--- src/verilog/spi_master_regs.svh ---
// Register map, field positions, reset values and timing counts of the SPI master.
// Overview of operation
// - Config bits 6:4 divide core clock by 2,4,8,16,32; codes 5-7 divide by 64.
// - Config bit 3 set sends and receives LSB first, clear sends MSB first.
// - Config bit 2 set makes serial clock active low; clear makes it active high.
// - Config bit 1 set: sample trailing, shift leading; clear: sample leading, shift trailing.
// - Config bit 0 clear freezes the master core; set lets it run.
// - While enabled and the RX FIFO is not full, writing the data port starts a transfer.
// - Data port write pushes a two-entry TX FIFO; read pops a two-entry RX FIFO.
// - Status bit 3 reads 1 while the RX FIFO is full.
// - Status bit 2 reads 1 while the RX FIFO holds at least one byte.
// - Status bit 1 shows TX empty, bit 0 TX space; both reset to 1.
// - Status flags follow present FIFO state and clear themselves.
// - Mask bits 3:0 gate the four status sources; all reset to masked.
// - Configuration register resets to 0x20.
// - The master drives no chip-select output.
// - Full duplex: one byte received for each byte sent.
`ifndef SPI_MASTER_REGS_SVH
`define SPI_MASTER_REGS_SVH

`define CFG_ADDR 8'hFC
`define MASK_ADDR 8'hFD
`define STATUS_ADDR 8'hFE
`define DATA_ADDR 8'hFF

`define CFG_RESET 7'h20
`define MASK_RESET 4'hF
`define DATA_EMPTY_VALUE 8'h00

`define CFG_DIV_HI 6
`define CFG_DIV_LO 4
`define CFG_LSB_BIT 3
`define CFG_CPOL_BIT 2
`define CFG_CPHA_BIT 1
`define CFG_ON_BIT 0

`define ST_RX_FULL 3
`define ST_RX_AVAIL 2
`define ST_TX_EMPTY 1
`define ST_TX_SPACE 0

`define HALF_DIV2 6'h00
`define HALF_DIV4 6'h01
`define HALF_DIV8 6'h03
`define HALF_DIV16 6'h07
`define HALF_DIV32 6'h0F
`define HALF_DIV64 6'h1F

`define FIRST_EDGE 4'h0
`define LAST_EDGE 4'hF
`define FIFO_DEPTH 2'h2

`endif

--- src/verilog/spi_master_pkg.sv ---
// Types shared by the SPI master files.
package spi_master_pkg;

    typedef logic [7:0] byte_t;

    typedef enum logic [2:0] {
        ST_IDLE = 3'b001,
        ST_SETUP = 3'b010,
        ST_SHIFT = 3'b100
    } xfer_state_t;

endpackage : spi_master_pkg

--- src/verilog/spi_byte_fifo.sv ---
// Two-entry byte FIFO built from flip-flops.
`include "spi_master_regs.svh"

module spi_byte_fifo (
    input wire logic core_clk,
    input wire logic reset,
    input wire logic push,
    input wire spi_master_pkg::byte_t pushData,
    input wire logic pop,
    output spi_master_pkg::byte_t popData,
    output logic full,
    output logic empty
);
    import spi_master_pkg::*;

    byte_t mem_ff [0:1];
    logic wrPtr_ff;
    logic rdPtr_ff;
    logic [1:0] count_ff;
    logic doPush;
    logic doPop;

    assign full = (count_ff == `FIFO_DEPTH);
    assign empty = (count_ff == 2'h0);
    assign doPush = push && !full;
    assign doPop = pop && !empty;
    assign popData = mem_ff[rdPtr_ff];

    always_ff @(posedge core_clk or posedge reset) begin
        if (reset) begin
            mem_ff[0] <= 8'h00;
            mem_ff[1] <= 8'h00;
            wrPtr_ff <= 1'b0;
        end else if (doPush) begin
            mem_ff[wrPtr_ff] <= pushData;
            wrPtr_ff <= ~wrPtr_ff;
        end
    end

    always_ff @(posedge core_clk or posedge reset) begin
        if (reset) begin
            rdPtr_ff <= 1'b0;
        end else if (doPop) begin
            rdPtr_ff <= ~rdPtr_ff;
        end
    end

    always_ff @(posedge core_clk or posedge reset) begin
        if (reset) begin
            count_ff <= 2'h0;
        end else begin
            case ({doPush, doPop})
                2'b10: count_ff <= count_ff + 2'h1;
                2'b01: count_ff <= count_ff - 2'h1;
                default: count_ff <= count_ff;
            endcase
        end
    end

endmodule : spi_byte_fifo

--- src/verilog/spi_master_fifo.sv ---
// SPI master with register port, two-byte FIFOs and serial shift engine.
`include "spi_master_regs.svh"

module spi_master_fifo (
    input wire logic core_clk,
    input wire logic reset,
    input wire logic [7:0] sfrAddr,
    input wire logic sfrWrite,
    input wire logic sfrRead,
    input wire spi_master_pkg::byte_t sfrWdata,
    output spi_master_pkg::byte_t sfrRdata,
    output logic irqRequest,
    output logic master_serial_clock_pin,
    output logic master_out_pin,
    input wire logic master_in_pin
);
    import spi_master_pkg::*;

    // Half-period length minus one, in core clock cycles.
    function automatic logic [5:0] halfPeriod(input logic [2:0] code);
        logic [5:0] r;
        r = `HALF_DIV64;
        case (code)
            3'h0: r = `HALF_DIV2;
            3'h1: r = `HALF_DIV4;
            3'h2: r = `HALF_DIV8;
            3'h3: r = `HALF_DIV16;
            3'h4: r = `HALF_DIV32;
            default: r = `HALF_DIV64;
        endcase
        return r;
    endfunction : halfPeriod

    function automatic logic outBit(input byte_t sh, input logic lsbFirst);
        return lsbFirst ? sh[0] : sh[7];
    endfunction : outBit

    // Drops the bit just sent and takes the sampled bit in at the far end.
    function automatic byte_t shiftIn(input byte_t sh, input logic b, input logic lsbFirst);
        return lsbFirst ? {b, sh[7:1]} : {sh[6:0], b};
    endfunction : shiftIn

    // Address decode shared by the register writes and the FIFO strobes; the read mux decodes in its own case.
    function automatic logic regHit(input logic [7:0] a, input logic [7:0] r);
        return a == r;
    endfunction : regHit

    logic [6:0] config_ff;
    logic [3:0] irqMask_ff;
    byte_t rdata_ff;
    logic irq_ff;
    logic sck_ff;
    logic mosi_ff;
    logic misoMeta_ff;
    logic misoSync_ff;
    xfer_state_t state_ff;
    logic [3:0] edgeCnt_ff;
    logic [5:0] divCnt_ff;
    byte_t shift_ff;
    logic sampleBit_ff;

    logic masterOn;
    logic lsbFirst;
    logic cpol;
    logic cpha;
    logic [2:0] divCode;
    logic tick;
    logic edgeTick;
    logic startOk;
    logic txPush;
    logic txPop;
    logic rxPush;
    logic rxPop;
    logic sampleEdge;
    logic shiftEdge;
    byte_t rxByte;
    byte_t txHead;
    byte_t rxHead;
    logic txFull;
    logic txEmpty;
    logic rxFull;
    logic rxEmpty;
    logic [3:0] status;
    byte_t nxt_shift;

    assign masterOn = config_ff[`CFG_ON_BIT];
    assign lsbFirst = config_ff[`CFG_LSB_BIT];
    assign cpol = config_ff[`CFG_CPOL_BIT];
    assign cpha = config_ff[`CFG_CPHA_BIT];
    assign divCode = config_ff[`CFG_DIV_HI:`CFG_DIV_LO];

    assign sfrRdata = rdata_ff;
    assign irqRequest = irq_ff;
    assign master_serial_clock_pin = sck_ff;
    assign master_out_pin = mosi_ff;

    // Register port: writes of config, mask and data port, reads of all four registers; status ignores writes.
    always_ff @(posedge core_clk or posedge reset) begin
        if (reset) begin
            config_ff <= `CFG_RESET;
        end else if (sfrWrite && regHit(sfrAddr, `CFG_ADDR)) begin
            config_ff <= sfrWdata[6:0];
        end
    end

    // Every source starts masked, so no request leaves before software opens one.
    always_ff @(posedge core_clk or posedge reset) begin
        if (reset) begin
            irqMask_ff <= `MASK_RESET;
        end else if (sfrWrite && regHit(sfrAddr, `MASK_ADDR)) begin
            irqMask_ff <= sfrWdata[3:0];
        end
    end

    // A data write while the TX FIFO is full is dropped inside the FIFO.
    assign txPush = sfrWrite && regHit(sfrAddr, `DATA_ADDR);
    // Reading an empty RX FIFO returns zero and moves no pointer.
    assign rxPop = sfrRead && regHit(sfrAddr, `DATA_ADDR) && !rxEmpty;

    // Status bits are plain views of the FIFO levels, never latched.
    always_comb begin
        status = 4'h0;
        status[`ST_RX_FULL] = rxFull;
        status[`ST_RX_AVAIL] = !rxEmpty;
        status[`ST_TX_EMPTY] = txEmpty;
        status[`ST_TX_SPACE] = !txFull;
    end

    // Read data is registered and holds until the next read.
    always_ff @(posedge core_clk or posedge reset) begin
        if (reset) begin
            rdata_ff <= 8'h00;
        end else if (sfrRead) begin
            case (sfrAddr)
                `CFG_ADDR: rdata_ff <= {1'b0, config_ff};
                `MASK_ADDR: rdata_ff <= {4'h0, irqMask_ff};
                `STATUS_ADDR: rdata_ff <= {4'h0, status};
                `DATA_ADDR: rdata_ff <= rxEmpty ? `DATA_EMPTY_VALUE : rxHead;
                default: rdata_ff <= 8'h00;
            endcase
        end
    end

    // The request comes from a flop, so it lags the status and mask by one cycle.
    always_ff @(posedge core_clk or posedge reset) begin
        if (reset) begin
            irq_ff <= 1'b0;
        end else begin
            irq_ff <= |(status & ~irqMask_ff);
        end
    end

    // Transmit side: filled by data port writes, drained as each byte starts.
    spi_byte_fifo txFifo (
        .core_clk(core_clk),
        .reset(reset),
        .push(txPush),
        .pushData(sfrWdata),
        .pop(txPop),
        .popData(txHead),
        .full(txFull),
        .empty(txEmpty)
    );

    // Receive side: filled as each byte ends, drained by data port reads.
    spi_byte_fifo rxFifo (
        .core_clk(core_clk),
        .reset(reset),
        .push(rxPush),
        .pushData(rxByte),
        .pop(rxPop),
        .popData(rxHead),
        .full(rxFull),
        .empty(rxEmpty)
    );

    // The input pin comes from another chip and is synchronised first.
    always_ff @(posedge core_clk or posedge reset) begin
        if (reset) begin
            misoMeta_ff <= 1'b0;
        end else begin
            misoMeta_ff <= master_in_pin;
        end
    end

    // Only this second stage is read by the engine.
    always_ff @(posedge core_clk or posedge reset) begin
        if (reset) begin
            misoSync_ff <= 1'b0;
        end else begin
            misoSync_ff <= misoMeta_ff;
        end
    end

    // Half-period divider; it only runs while a byte is on the wire and the core is on.
    assign tick = masterOn && (state_ff != ST_IDLE) && (divCnt_ff == 6'h00);
    // One serial clock edge is due in this cycle.
    assign edgeTick = (state_ff == ST_SHIFT) && tick;

    // The divider reloads while idle so every byte starts with a full half period.
    always_ff @(posedge core_clk or posedge reset) begin
        if (reset) begin
            divCnt_ff <= `HALF_DIV8;
        end else if (state_ff == ST_IDLE || tick) begin
            divCnt_ff <= halfPeriod(divCode);
        end else if (masterOn) begin
            divCnt_ff <= divCnt_ff - 6'h01;
        end
    end

    // A byte starts only with the core on, TX data waiting and room to keep the reply.
    assign startOk = masterOn && !txEmpty && !rxFull;
    assign txPop = (state_ff == ST_IDLE) && startOk;

    // Even edge counts are leading edges, odd ones trailing edges.
    assign sampleEdge = (edgeCnt_ff[0] == cpha);
    assign shiftEdge = cpha ? (!edgeCnt_ff[0] && edgeCnt_ff != `FIRST_EDGE)
                            : (edgeCnt_ff[0] && edgeCnt_ff != `LAST_EDGE);
    assign nxt_shift = shiftIn(shift_ff, sampleBit_ff, lsbFirst);

    // The final bit is the live sample for trailing-edge sampling, else the held one.
    assign rxByte = shiftIn(shift_ff, cpha ? misoSync_ff : sampleBit_ff, lsbFirst);
    assign rxPush = edgeTick && (edgeCnt_ff == `LAST_EDGE);

    // Shift engine; no chip select is produced, software drives its own pins.
    always_ff @(posedge core_clk or posedge reset) begin
        if (reset) begin
            state_ff <= ST_IDLE;
        end else begin
            case (state_ff)
                ST_IDLE: begin
                    if (startOk) begin
                        state_ff <= ST_SETUP;
                    end
                end
                ST_SETUP: begin
                    if (tick) begin
                        state_ff <= ST_SHIFT;
                    end
                end
                ST_SHIFT: begin
                    if (tick && edgeCnt_ff == `LAST_EDGE) begin
                        state_ff <= ST_IDLE;
                    end
                end
                default: begin
                    state_ff <= ST_IDLE;
                end
            endcase
        end
    end

    // Counts serial clock edges within a byte; it restarts whenever the engine is idle.
    always_ff @(posedge core_clk or posedge reset) begin
        if (reset) begin
            edgeCnt_ff <= `FIRST_EDGE;
        end else if (state_ff == ST_IDLE) begin
            edgeCnt_ff <= `FIRST_EDGE;
        end else if (edgeTick) begin
            edgeCnt_ff <= edgeCnt_ff + 4'h1;
        end
    end

    // The shift register is loaded as a byte starts and moves on each shift edge.
    always_ff @(posedge core_clk or posedge reset) begin
        if (reset) begin
            shift_ff <= 8'h00;
        end else if (txPop) begin
            shift_ff <= txHead;
        end else if (edgeTick && shiftEdge) begin
            shift_ff <= nxt_shift;
        end
    end

    // The first bit goes out as the byte is taken, so it is settled before any edge.
    always_ff @(posedge core_clk or posedge reset) begin
        if (reset) begin
            mosi_ff <= 1'b0;
        end else if (txPop) begin
            mosi_ff <= outBit(txHead, lsbFirst);
        end else if (edgeTick && shiftEdge) begin
            mosi_ff <= outBit(nxt_shift, lsbFirst);
        end
    end

    // The synchroniser delays the input by two core cycles. At the two fastest rates
    // a slave that changes its bit on the shift edge is therefore sampled a bit late.
    always_ff @(posedge core_clk or posedge reset) begin
        if (reset) begin
            sampleBit_ff <= 1'b0;
        end else if (edgeTick && sampleEdge) begin
            sampleBit_ff <= misoSync_ff;
        end
    end

    // Serial clock rests at the polarity level outside bytes and toggles on each edge.
    always_ff @(posedge core_clk or posedge reset) begin
        if (reset) begin
            sck_ff <= 1'b0;
        end else if (state_ff == ST_IDLE) begin
            sck_ff <= cpol;
        end else if (edgeTick) begin
            sck_ff <= ~sck_ff;
        end
    end

endmodule : spi_master_fifo

--- config.mk ---
export PLATFORM = sky130hd
export DESIGN_NAME = spi_master_fifo
export DESIGN_NICKNAME = d
export VERILOG_FILES = /design/src/verilog/spi_master_pkg.sv /design/src/verilog/spi_byte_fifo.sv /design/src/verilog/spi_master_fifo.sv
export VERILOG_INCLUDE_DIRS = /design/src /design/src/verilog
export SDC_FILE = /design/constraint.sdc
export NUM_CORES = 1
export LEC_CHECK = 0
export ABC_CLOCK_PERIOD_IN_PS = 2790
export BUFFER_PORTS_ARGS = -buffer_cell sky130_fd_sc_hd__buf_2
export CORE_AREA = 2 2 92 94
export DETAILED_ROUTE_END_ITERATION = 10
export DIE_AREA = 0 0 94 96
export GPL_TIMING_DRIVEN = 0
export HOLD_SLACK_MARGIN = 0.1
export PLACE_DENSITY = 0.82
export SYNTH_ARGS = -nofsm -noshare
export SYNTH_HDL_FRONTEND = slang
export SYNTH_SLANG_ARGS = --single-unit
--- constraint.sdc ---
create_clock -name core_clk -period 2.79 [get_ports core_clk]
set_input_delay 0.558 -clock core_clk [delete_from_list [all_inputs] [get_ports core_clk]]
set_output_delay 0.558 -clock core_clk [all_outputs]
set_load 0.1 [all_outputs]
==> metrics.txt, run 1 <==
outcome=complete, no violations; std cell rows=33; Main synth FF type=dfrtp_1; Synth Register Bits=86; Slew HR=0.496; DRT met1 WL=3.80 mm; RSZ-0062 raised after global routing=false; die width=94 um; post-place setup slack=0.328 ns; crit-path max cell delay=0.56 ns; Ant. Diodes=0; first-pass GRT wire length=14.2 mm; Post-CTS Setup Bufs=0; PnR worst setup slack=0.554 ns; CTS tree=done; fin area=4750 um2; clock slew at reported path FFs=0.09 ns; period utilization=0.802; largest net degree at the start of global routing=46; highest routed metal layer=met4; die area=9020 um2; Syn Inst Count=345; CTS Root Cell=clkbuf_8; vias in the first global route=2834; final setup fails=0; EDFF count, synth=0; total power draw=2690 uW; cells along the critical path=inv_1 > ha_1 > nor3b_2 > and3_1 > buf_6 > a21oi_2 > mux2_2; Hold/Removal Path Class=in -> async; worst skew pair latency=0.37 ns; total leakage power=0.00220 uW; cts hold-fix bufs=0; Port Buffers=30; routed len/inst=17.0 um; GRT Util Overall=0.207; routability cong.=0.831; Cell Pwr Density=568 nW/um2; post-CTS sizing=0; Layout area overhead=13.1%; Critical Path Start Type=flop; detailed placer's ending HPWL=6.20 mm; Ys Warns=0; Final nets=414; first-pass detailed-route iteration total=4; CTS Sinks=86; CP Capture Type=flop; final WL=8.45 mm; WL met3=277 um; synth top area cells=dfrtp_1 47%, mux2_2 16%, dfstp_2 5.0%, mux2i_1 4.3%, xnor2_1 2.3%; Worst path slowest cell=dfstp_2; Starting DRT DRC Count=199; Buf/Inv on CP=2; Crit path max-delay family=flip-flops; Avg Inst Size Synth=12.2 um2; Clock Tree Buf Depth=2; Clock H-tree levels=3; placed cell areas=4500 um2; arrival time at the worst endpoint=2.49 ns; Synth Net Count=372; antenna-violating nets left=0; Async SR Flop Fraction=1.00; Fmax=0.447 GHz; Core Region=8050 um2; sequential-to-total area share from yosys stat=0.515; Layout Skew=0.00868 ns; R2R setup slack=0.55 ns; final hold violations=0; residual DRC count=0; layout cells sized above 1=0.342; Period minus WS final=2.24 ns; WS Path Type=reg -> reg; Peak VDD IR=475 uV; via count=2783; post-synth cell types=42; Congestion Overflow GR=0; CP required=3.04 ns; initial antenna violation count=0; met2 WL=4.21 mm; Num CTS Buffers=9; Slew @ Worst Pin=0.756 ns; num ports=32; final setup TNS=0 ns; synthesized cell area=4200 um2; Yosys top cell area share=0.465; worst-path maximum fanout=10; Maximum Capacitance Violations=0; Die H=96 um; vias per cell=5.60; post-synth top area cell=dfrtp_1; Initial Util=0.521; Fillers=649; Pins Over Slew Limit=0
[Yosys cell counts (7+ instances only)]
cell type	instances
inv_1	14
buf_2	8
dfstp_2	8
mux2i_1	18
nand2_1	10
mux2_2	61
xnor2_1	11
clkbuf_1	7
nor2_1	21
o22ai_1	9
xor2_1	8
dfrtp_1	78
a21oi_1	13
[metrics by stage]
stage,hold WS [ns],utilization,cells
after global placement,0.338,0.556,480
after CTS,0.238,0.589,497
after detailed placement,0.351,0.559,481
after global routing,0.271,0.589,497
final,0.228,0.589,497
after floorplan,0.331,-,345
[area by class of cell]
| type | instances | area (um2) | share of cell area |
|---|---|---|---|
| plain buffers | 16 | 77.6 | 0.0163 |
| clock buffers | 10 | 138 | 0.0290 |
| clock inverters | 6 | 109 | 0.0229 |
| inverters | 15 | 58.8 | 0.0124 |
| multi-input cells | 228 | 1900 | 0.400 |
| flip-flops and latches | 86 | 2160 | 0.456 |
| well taps | 105 | 131 | 0.0277 |
| repair buffers | 31 | 170 | 0.0359 |
[worst register-to-register path: cells and delay by family (launching register included)]
family	cells	cell delay [ns]
multiplexers	1	0.39
adder cells (fa/ha/maj)	1	0.20
AO/OA/AOI/OAI	1	0.37
AND/OR/NAND/NOR	2	0.38
flip-flops	1	0.56
buffers and inverters	2	0.23
[path summary, 6_finish.rpt]
check,from,to,cells after the start
setup / recovery,divCnt_ff[0],shift_ff[7],7
hold / removal,reset,txFifo.mem_ff[13],2
setup reg to reg,divCnt_ff[0],shift_ff[7],7
hold reg to reg,misoMeta_ff,misoSync_ff,0
max in group asynchronous,reset,irqMask_ff[3],3
min in group core_clk,master_in_pin,misoMeta_ff,1
[layer usage]
layer  GRT usage  up-vias
li1            -     1323
met1       0.279     1395
met2       0.339       52
met3      0.0329       13
met4      0.0797        0
met5           0        -
[flip-flops by register name, indices dropped and copies added, names as in the netlist, 2 cells and up]
register and cells:
config_ff 7, divCnt_ff 6, edgeCnt_ff 4, irqMask_ff 4
rxFifo.count_ff 2, rxFifo.mem_ff 16, sfrRdata 8, shift_ff 8
state_ff 3, txFifo.count_ff 2, txFifo.mem_ff 16
[power breakdown]
group          switching (uW)  internal [uW]  total (uW)  leakage (uW)
sequential               40.1           1300        1340       0.00115
clock                     456            618        1070      0.000126
combinational             157            127         283      0.000926
total                     653           2040        2690       0.00220
[logic make-up after synthesis]
family | share of synthesized area
simple gates | 0.112
xor+xnor | 0.0397
compound gates | 0.0766
buf+inv | 0.0319
mux | 0.207
fa+ha+maj | 0.0179
flops | 0.515
[layout by cell type, fill, tap and decap left out, drive strengths merged, types with 9 or more instances in the layout]
master,instances
dfrtp,78
clkbuf,17
nor2,21
mux2,61
o22ai,9
inv,15
nand2,10
xnor2,11
mux2i,18
a21oi,14
buf,40
No activity file was read; power rests on OpenSTA's default activity.
==> run 2, diff against run 1 <==
--- a/config.mk
+++ b/config.mk
@@ -6,14 +6,15 @@
 export SDC_FILE = /design/constraint.sdc
 export NUM_CORES = 1
 export LEC_CHECK = 0
-export ABC_CLOCK_PERIOD_IN_PS = 2790
+export ABC_AREA = 1
+export ABC_CLOCK_PERIOD_IN_PS = 1790
 export BUFFER_PORTS_ARGS = -buffer_cell sky130_fd_sc_hd__buf_2
-export CORE_AREA = 2 2 92 94
+export CORE_AREA = 2 2 95 97
 export DETAILED_ROUTE_END_ITERATION = 10
-export DIE_AREA = 0 0 94 96
+export DIE_AREA = 0 0 97 99
 export GPL_TIMING_DRIVEN = 0
 export HOLD_SLACK_MARGIN = 0.1
-export PLACE_DENSITY = 0.82
+export PLACE_DENSITY = 0.83
 export SYNTH_ARGS = -nofsm -noshare
 export SYNTH_HDL_FRONTEND = slang
 export SYNTH_SLANG_ARGS = --single-unit
==> constraint.sdc (replaced) <==
create_clock -name core_clk -period 1.79 [get_ports core_clk]
set_input_delay 0.358 -clock core_clk [delete_from_list [all_inputs] [get_ports core_clk]]
set_output_delay 0.358 -clock core_clk [all_outputs]
set_load 0.1 [all_outputs]
==> run 2 against run 1 <==
  * The flow now finishes with violations (negative setup slack)
  * Die area increased by 6.4%
  * Utilization rose by 4.7 points
  * Cell count up 59%
  * Combinational power increased to 7.6 times the previous value
  * Sequential share of layout area fell by 5.8 points
  * Via count grew 47%
  * Sequential power is 80% higher
  * Synthesized area up 9.2%
  * Worst hold slack improved by 0.021 ns
  * Global-route usage grew 2.8 points
  * Largest cell class is now multi-input gates
==> metrics.txt, run 2 <==
EDFF count, synth=0; commonest non-fill, non-tap cell in the layout=nand2_1; first-pass detailed-route iteration total=6; initial antenna violation count=0; final core utilization=0.637; vias per cell=5.19; violated checks=negative setup slack; worst skew pair latency=0.35 ns; Layout Skew=0.00786 ns; fin area=5450 um2; Maximum Capacitance Violations=0; Final nets=704; Critical Path Start Type=flop; Slew @ Worst Pin=0.547 ns; Layout area overhead=18.8%; Period minus WS final=1.80 ns; Synth Register Bits=86; final WL=10.9 mm; residual DRC count=0; die area=9600 um2; Clock Tree Buf Depth=2; Starting DRT DRC Count=246; Synth Area in Compound Gates=0.0847; Yosys top cell area share=0.426; Slew HR=0.635; top cell types by occurrence after synthesis=259 x nand2_1, 78 x dfrtp_1, 53 x inv_1, 44 x nand3_1, 36 x o21ai_0; CTS Root Cell=clkbuf_8; sequential-to-total area share from yosys stat=0.472; num ports=32; Ys Warns=0; Pins Over Slew Limit=0; RSZ-0062 raised after global routing=true; Hold Crit Depth=3; final setup fails=1; Fillers=701; post-synth cell types=33; clock slew at reported path FFs=0.08 ns; worst-path maximum fanout=3; Simple-Gate Fraction of Synth Area=0.342; Syn Inst Count=609; outcome=complete, but fails checks; most frequent cells in the layout=257 x nand2_1, 77 x dfrtp_1, 46 x inv_1; Congestion Overflow GR=0; arrival time at the worst endpoint=2.03 ns; CTS tree=done; PnR worst setup slack=-0.00843 ns; XOR/XNOR share of the synthesized area=0.0153; total power draw=5870 uW; CP Capture Type=flop; std cell rows=34; cell depth of the worst flop-to-flop path=12; CP required=2.02 ns; Ant. Diodes=0; Peak VDD IR=675 uV; total leakage power=0.00278 uW; largest family of logic cells by synthesized area=simple AND/OR/NAND/NOR gates; R2R setup slack=-0.008 ns; Die H=99 um; post-place setup slack=-0.402 ns; Main synth FF type=dfrtp_1; most frequent cell after synthesis=nand2_1; GRT Util Overall=0.235; period utilization=1.00; Largest regs=rxFifo.mem_ff: 16 flops, txFifo.mem_ff: 16 flops; Num CTS Buffers=9; die width=97 um; Hold/Removal Path Class=in -> reg; Fmax=0.556 GHz; CTS Sinks=86; portion of netlist area occupied by mux cells=0; routability cong.=0.920; routed len/inst=13.8 um; detailed placer's ending HPWL=7.66 mm; Clock H-tree levels=3; final hold violations=0; synth top area cells=dfrtp_1 43%, nand2_1 21%, nand3_1 4.8%, dfstp_2 4.6%, inv_1 4.3%; largest net degree at the start of global routing=44; post-synthesis adder-cell area fraction=0.0164; via count=4099; layout cells sized above 1=0.204; Port Buffers=30; Synth Net Count=636; synthesized cell area=4580 um2; antenna-violating nets left=0; Async SR Flop Fraction=1.00; final setup TNS=-0.00843 ns; Initial Util=0.536; post-synth top area cell=dfrtp_1; placed cell areas=4950 um2; Avg Inst Size Synth=7.52 um2; first-pass GRT wire length=18.4 mm; Core Region=8550 um2; vias in the first global route=4016; WS Path Type=reg -> reg; Cell Pwr Density=1080 nW/um2
-- run 2: final cells by class --
type / instances / area, um2 / area share
Multi-Input combinational cell: 448 / 2230 / 0.409
Clock buffer: 12 / 135 / 0.0248
Inverter: 59 / 238 / 0.0437
Sequential cell: 86 / 2160 / 0.397
Buffer: 16 / 100 / 0.0184
Timing Repair Buffer: 57 / 395 / 0.0726
Clock inverter: 4 / 50.0 / 0.00919
Tap cell: 108 / 135 / 0.0248
-- run 2: cells by family after synthesis --
family                     count (synthesis)
and+or+nand+nor                          367
DFF                                       86
buffers and inverters                     75
AOI/OAI and AO/OA                         67
xor gates and xnor gates                   8
adders and majority gates                  6
-- run 2: final timing paths --
path                              start            endpoint
hold / removal              sfrWdata[1]       irqMask_ff[1]
setup reg to reg           divCnt_ff[1]  rxFifo.count_ff[1]
max in group asynchronous         reset         state_ff[0]
setup / recovery           divCnt_ff[1]  rxFifo.count_ff[1]
hold reg to reg             misoMeta_ff         misoSync_ff
min in group asynchronous         reset         shift_ff[2]
-- run 2: worst max-delay path: stages, from the launching register on --
cell	delay (ns)
dfstp_2	0.55
inv_2	0.05
ha_4	0.16
inv_4	0.06
nor2_4	0.04
nand3_4	0.08
nor2_4	0.04
buf_6	0.13
nand2_4	0.06
ha_4	0.20
a21oi_2	0.09
o21ai_1	0.08
xnor2_1	0.13
-- run 2: power by group --
group | internal [uW] | switching, uW
Sequential | 2200 | 206
Clock | 645 | 667
Combinational | 774 | 1370
Total | 3620 | 2250
-- run 2: per-layer routing --
metal  global-route usage  up-vias  wire length, um
met5                    0        -                0
met4               0.0737        0              229
met3               0.0447       26              402
met2                0.407      107             5430
met1                0.302     1917             4870
li1                     -     2049                -
-- run 2: per-stage QoR --
step / std cells / hold WS [ns]
6_report: 790 / 0.249
3_3_place_gp: 747 / 0.335
2_1_floorplan: 609 / 0.331
4_1_cts: 775 / 0.106
5_1_grt: 790 / 0.252
3_5_place_dp: 749 / 0.262
-- run 2: timing repair --
action,CTS,global route
endpoints found under the setup margin,8,32
endpoints found under the hold margin,1,1
gates cloned,0,0
resized for setup,13,16
setup buffers,9,14
hold buffers,1,1
pin swaps,6,5
==> run 3, diff against run 2 <==
--- a/config.mk
+++ b/config.mk
@@ -9,12 +9,15 @@
 export ABC_AREA = 1
 export ABC_CLOCK_PERIOD_IN_PS = 1790
 export BUFFER_PORTS_ARGS = -buffer_cell sky130_fd_sc_hd__buf_2
-export CORE_AREA = 2 2 95 97
+export CAP_MARGIN = 30
+export CELL_PAD_IN_SITES_DETAIL_PLACEMENT = 0
+export CELL_PAD_IN_SITES_GLOBAL_PLACEMENT = 1
+export CORE_AREA = 2 2 111 113
 export DETAILED_ROUTE_END_ITERATION = 10
-export DIE_AREA = 0 0 97 99
+export DIE_AREA = 0 0 113 115
 export GPL_TIMING_DRIVEN = 0
 export HOLD_SLACK_MARGIN = 0.1
-export PLACE_DENSITY = 0.83
+export PLACE_DENSITY = 0.82
 export SYNTH_ARGS = -nofsm -noshare
 export SYNTH_HDL_FRONTEND = slang
 export SYNTH_SLANG_ARGS = --single-unit
==> run 3 against run 2 <==
  * The flow finishes with violations (design-rule violations)
  * Combinational power decreased by 5%
  * Sequential power about the same
  * Non-clock buffer count decreased by 3
  * Highest routed layer unchanged
==> metrics.txt, run 3 (synthesized netlist as in run 2, its figures left out) <==
outcome=complete, but fails checks; violated checks=design-rule violations; CP Capture Type=flop; num ports=32; Hold/Removal Path Class=in -> reg; Worst path slowest cell=dfstp_2; Starting DRT DRC Count=214; final hold violations=0; Initial Util=0.388; antenna-violating nets left=0; die width=113 um; Die H=115 um; first-pass GRT wire length=19.4 mm; Critical Path Start Type=flop; residual DRC count=4; Fmax=0.564 GHz; Slew @ Worst Pin=0.554 ns; Pins Over Slew Limit=0; die area=13000 um2; Period minus WS final=1.77 ns; Congestion Overflow GR=0; largest net degree at the start of global routing=34; first-pass detailed-route iteration total=7; routed len/inst=13.7 um; Slew HR=0.631; Peak VDD IR=452 uV; Core Region=11800 um2; layout cells sized above 1=0.203; final setup fails=0; crit-path max cell delay=0.54 ns; initial antenna violation count=0; Fillers=1195; Hold Slack=0.133 ns; CTS Root Cell=clkbuf_16; std cell rows=40; arrival time at the worst endpoint=1.99 ns; Maximum Capacitance Violations=0; worst-path maximum fanout=2; most frequent cells in the layout=257 x nand2_1, 77 x dfrtp_1, 44 x inv_1; Layout Skew=0.00753 ns; Num CTS Buffers=9; Ant. Diodes=0; vias per cell=4.84; period utilization=0.991; WS Path Type=reg -> reg; worst skew pair latency=0.34 ns; Layout area overhead=20.8%; CTS tree=done; clock slew at reported path FFs=0.06 ns; placed cell areas=5000 um2; vias in the first global route=3942; routability cong.=0.826; Clock H-tree levels=3; cells along the critical path=inv_2 > ha_4 > inv_4 > nor2_4 > nand3_4 > nor2_4 > buf_8 > nand2_4 > ha_4 > a21oi_2 > o21ai_1 > xnor2_1; CTS Sinks=86; Clock Tree Buf Depth=2; via count=3998; commonest non-fill, non-tap cell in the layout=nand2_1; detailed placer's ending HPWL=8.46 mm; GRT Util Overall=0.189; Cell Pwr Density=1110 nW/um2; RSZ-0062 raised after global routing=true; Final nets=701; Largest regs=rxFifo.mem_ff: 16 flops, txFifo.mem_ff: 16 flops; CP required=2.01 ns; total leakage power=0.00282 uW; final WL=11.3 mm; fin area=5530 um2; Port Buffers=30
run 3: cell count changes in the layout (fill, tap and decap cells not counted), sizes merged:
cell         delta
clkinvlp        -1
clkbuf          +1
bufinv          -1
dlygate4sd3     -1
buf             -1
run 3: worst paths after layout:
kind	to	cells after the start	slack, ns	startpoint
max in group asynchronous	divCnt_ff[1]	5	0.34	reset
setup reg to reg	rxFifo.count_ff[1]	12	0.02	divCnt_ff[1]
setup / recovery	rxFifo.count_ff[1]	12	0.02	divCnt_ff[1]
hold / removal	misoMeta_ff	1	0.13	master_in_pin
hold reg to reg	misoSync_ff	0	0.35	misoMeta_ff
min in group asynchronous	txFifo.mem_ff[8]	3	0.61	reset
run 3: routing by layer:
metal,vias to the layer above,part of all wire,track usage
li1,2051,-,-
met1,1860,0.46,0.260
met2,79,0.49,0.311
met3,8,0.041,0.0306
met4,0,0.0084,0.0537
met5,-,0,0
run 3: cell type report:
class | instances | area (um2) | area share
plain buffers | 16 | 116 | 0.0210
clock buffers | 14 | 254 | 0.0459
clock inverters | 2 | 10.0 | 0.00181
inverters | 59 | 241 | 0.0436
multi-input cells | 448 | 2210 | 0.399
flip-flops and latches | 86 | 2160 | 0.391
well taps | 147 | 184 | 0.0332
repair buffers | 54 | 358 | 0.0647
run 3: stage by stage:
stage | power (uW) | setup WS [ns] | setup TNS, ns | cells | util
after floorplan | 3680 | 0.00520 | 0 | 609 | -
after global placement | 4060 | -0.348 | -15.45 | 786 | 0.420
after detailed placement | 4130 | -0.375 | -0.946 | 788 | 0.423
after CTS | 6070 | -0.00645 | -0.00645 | 819 | 0.461
after global routing | 6600 | -0.0741 | -0.658 | 826 | 0.468
final | 6150 | 0.0162 | 0 | 826 | 0.468
run 3: what timing repair did:
item | 4_1_cts | 5_1_grt
resized for setup | 20 | 14
setup endpoints to repair | 23 | 35
gates cloned | 0 | 0
buffers inserted | 14 | 7
hold buffers | 1 | 0
endpoints found under the hold margin | 21 | 0
pin swaps | 8 | 9
run 3: worst max-delay path: cells and delay by family, from the launching register on:
kind            cells  cell delay, ns
flops               1            0.54
compound gates      2            0.18
simple gates        4            0.22
xor+xnor            1            0.13
buf+inv             3            0.23
fa+ha+maj           2            0.36
run 3: power breakdown:
part           leakage [uW]  internal, uW  switching [uW]
Sequential          0.00111          2200             204
Combinational       0.00157           713            1330
Clock              0.000131           976             724
Total               0.00282          3890            2260
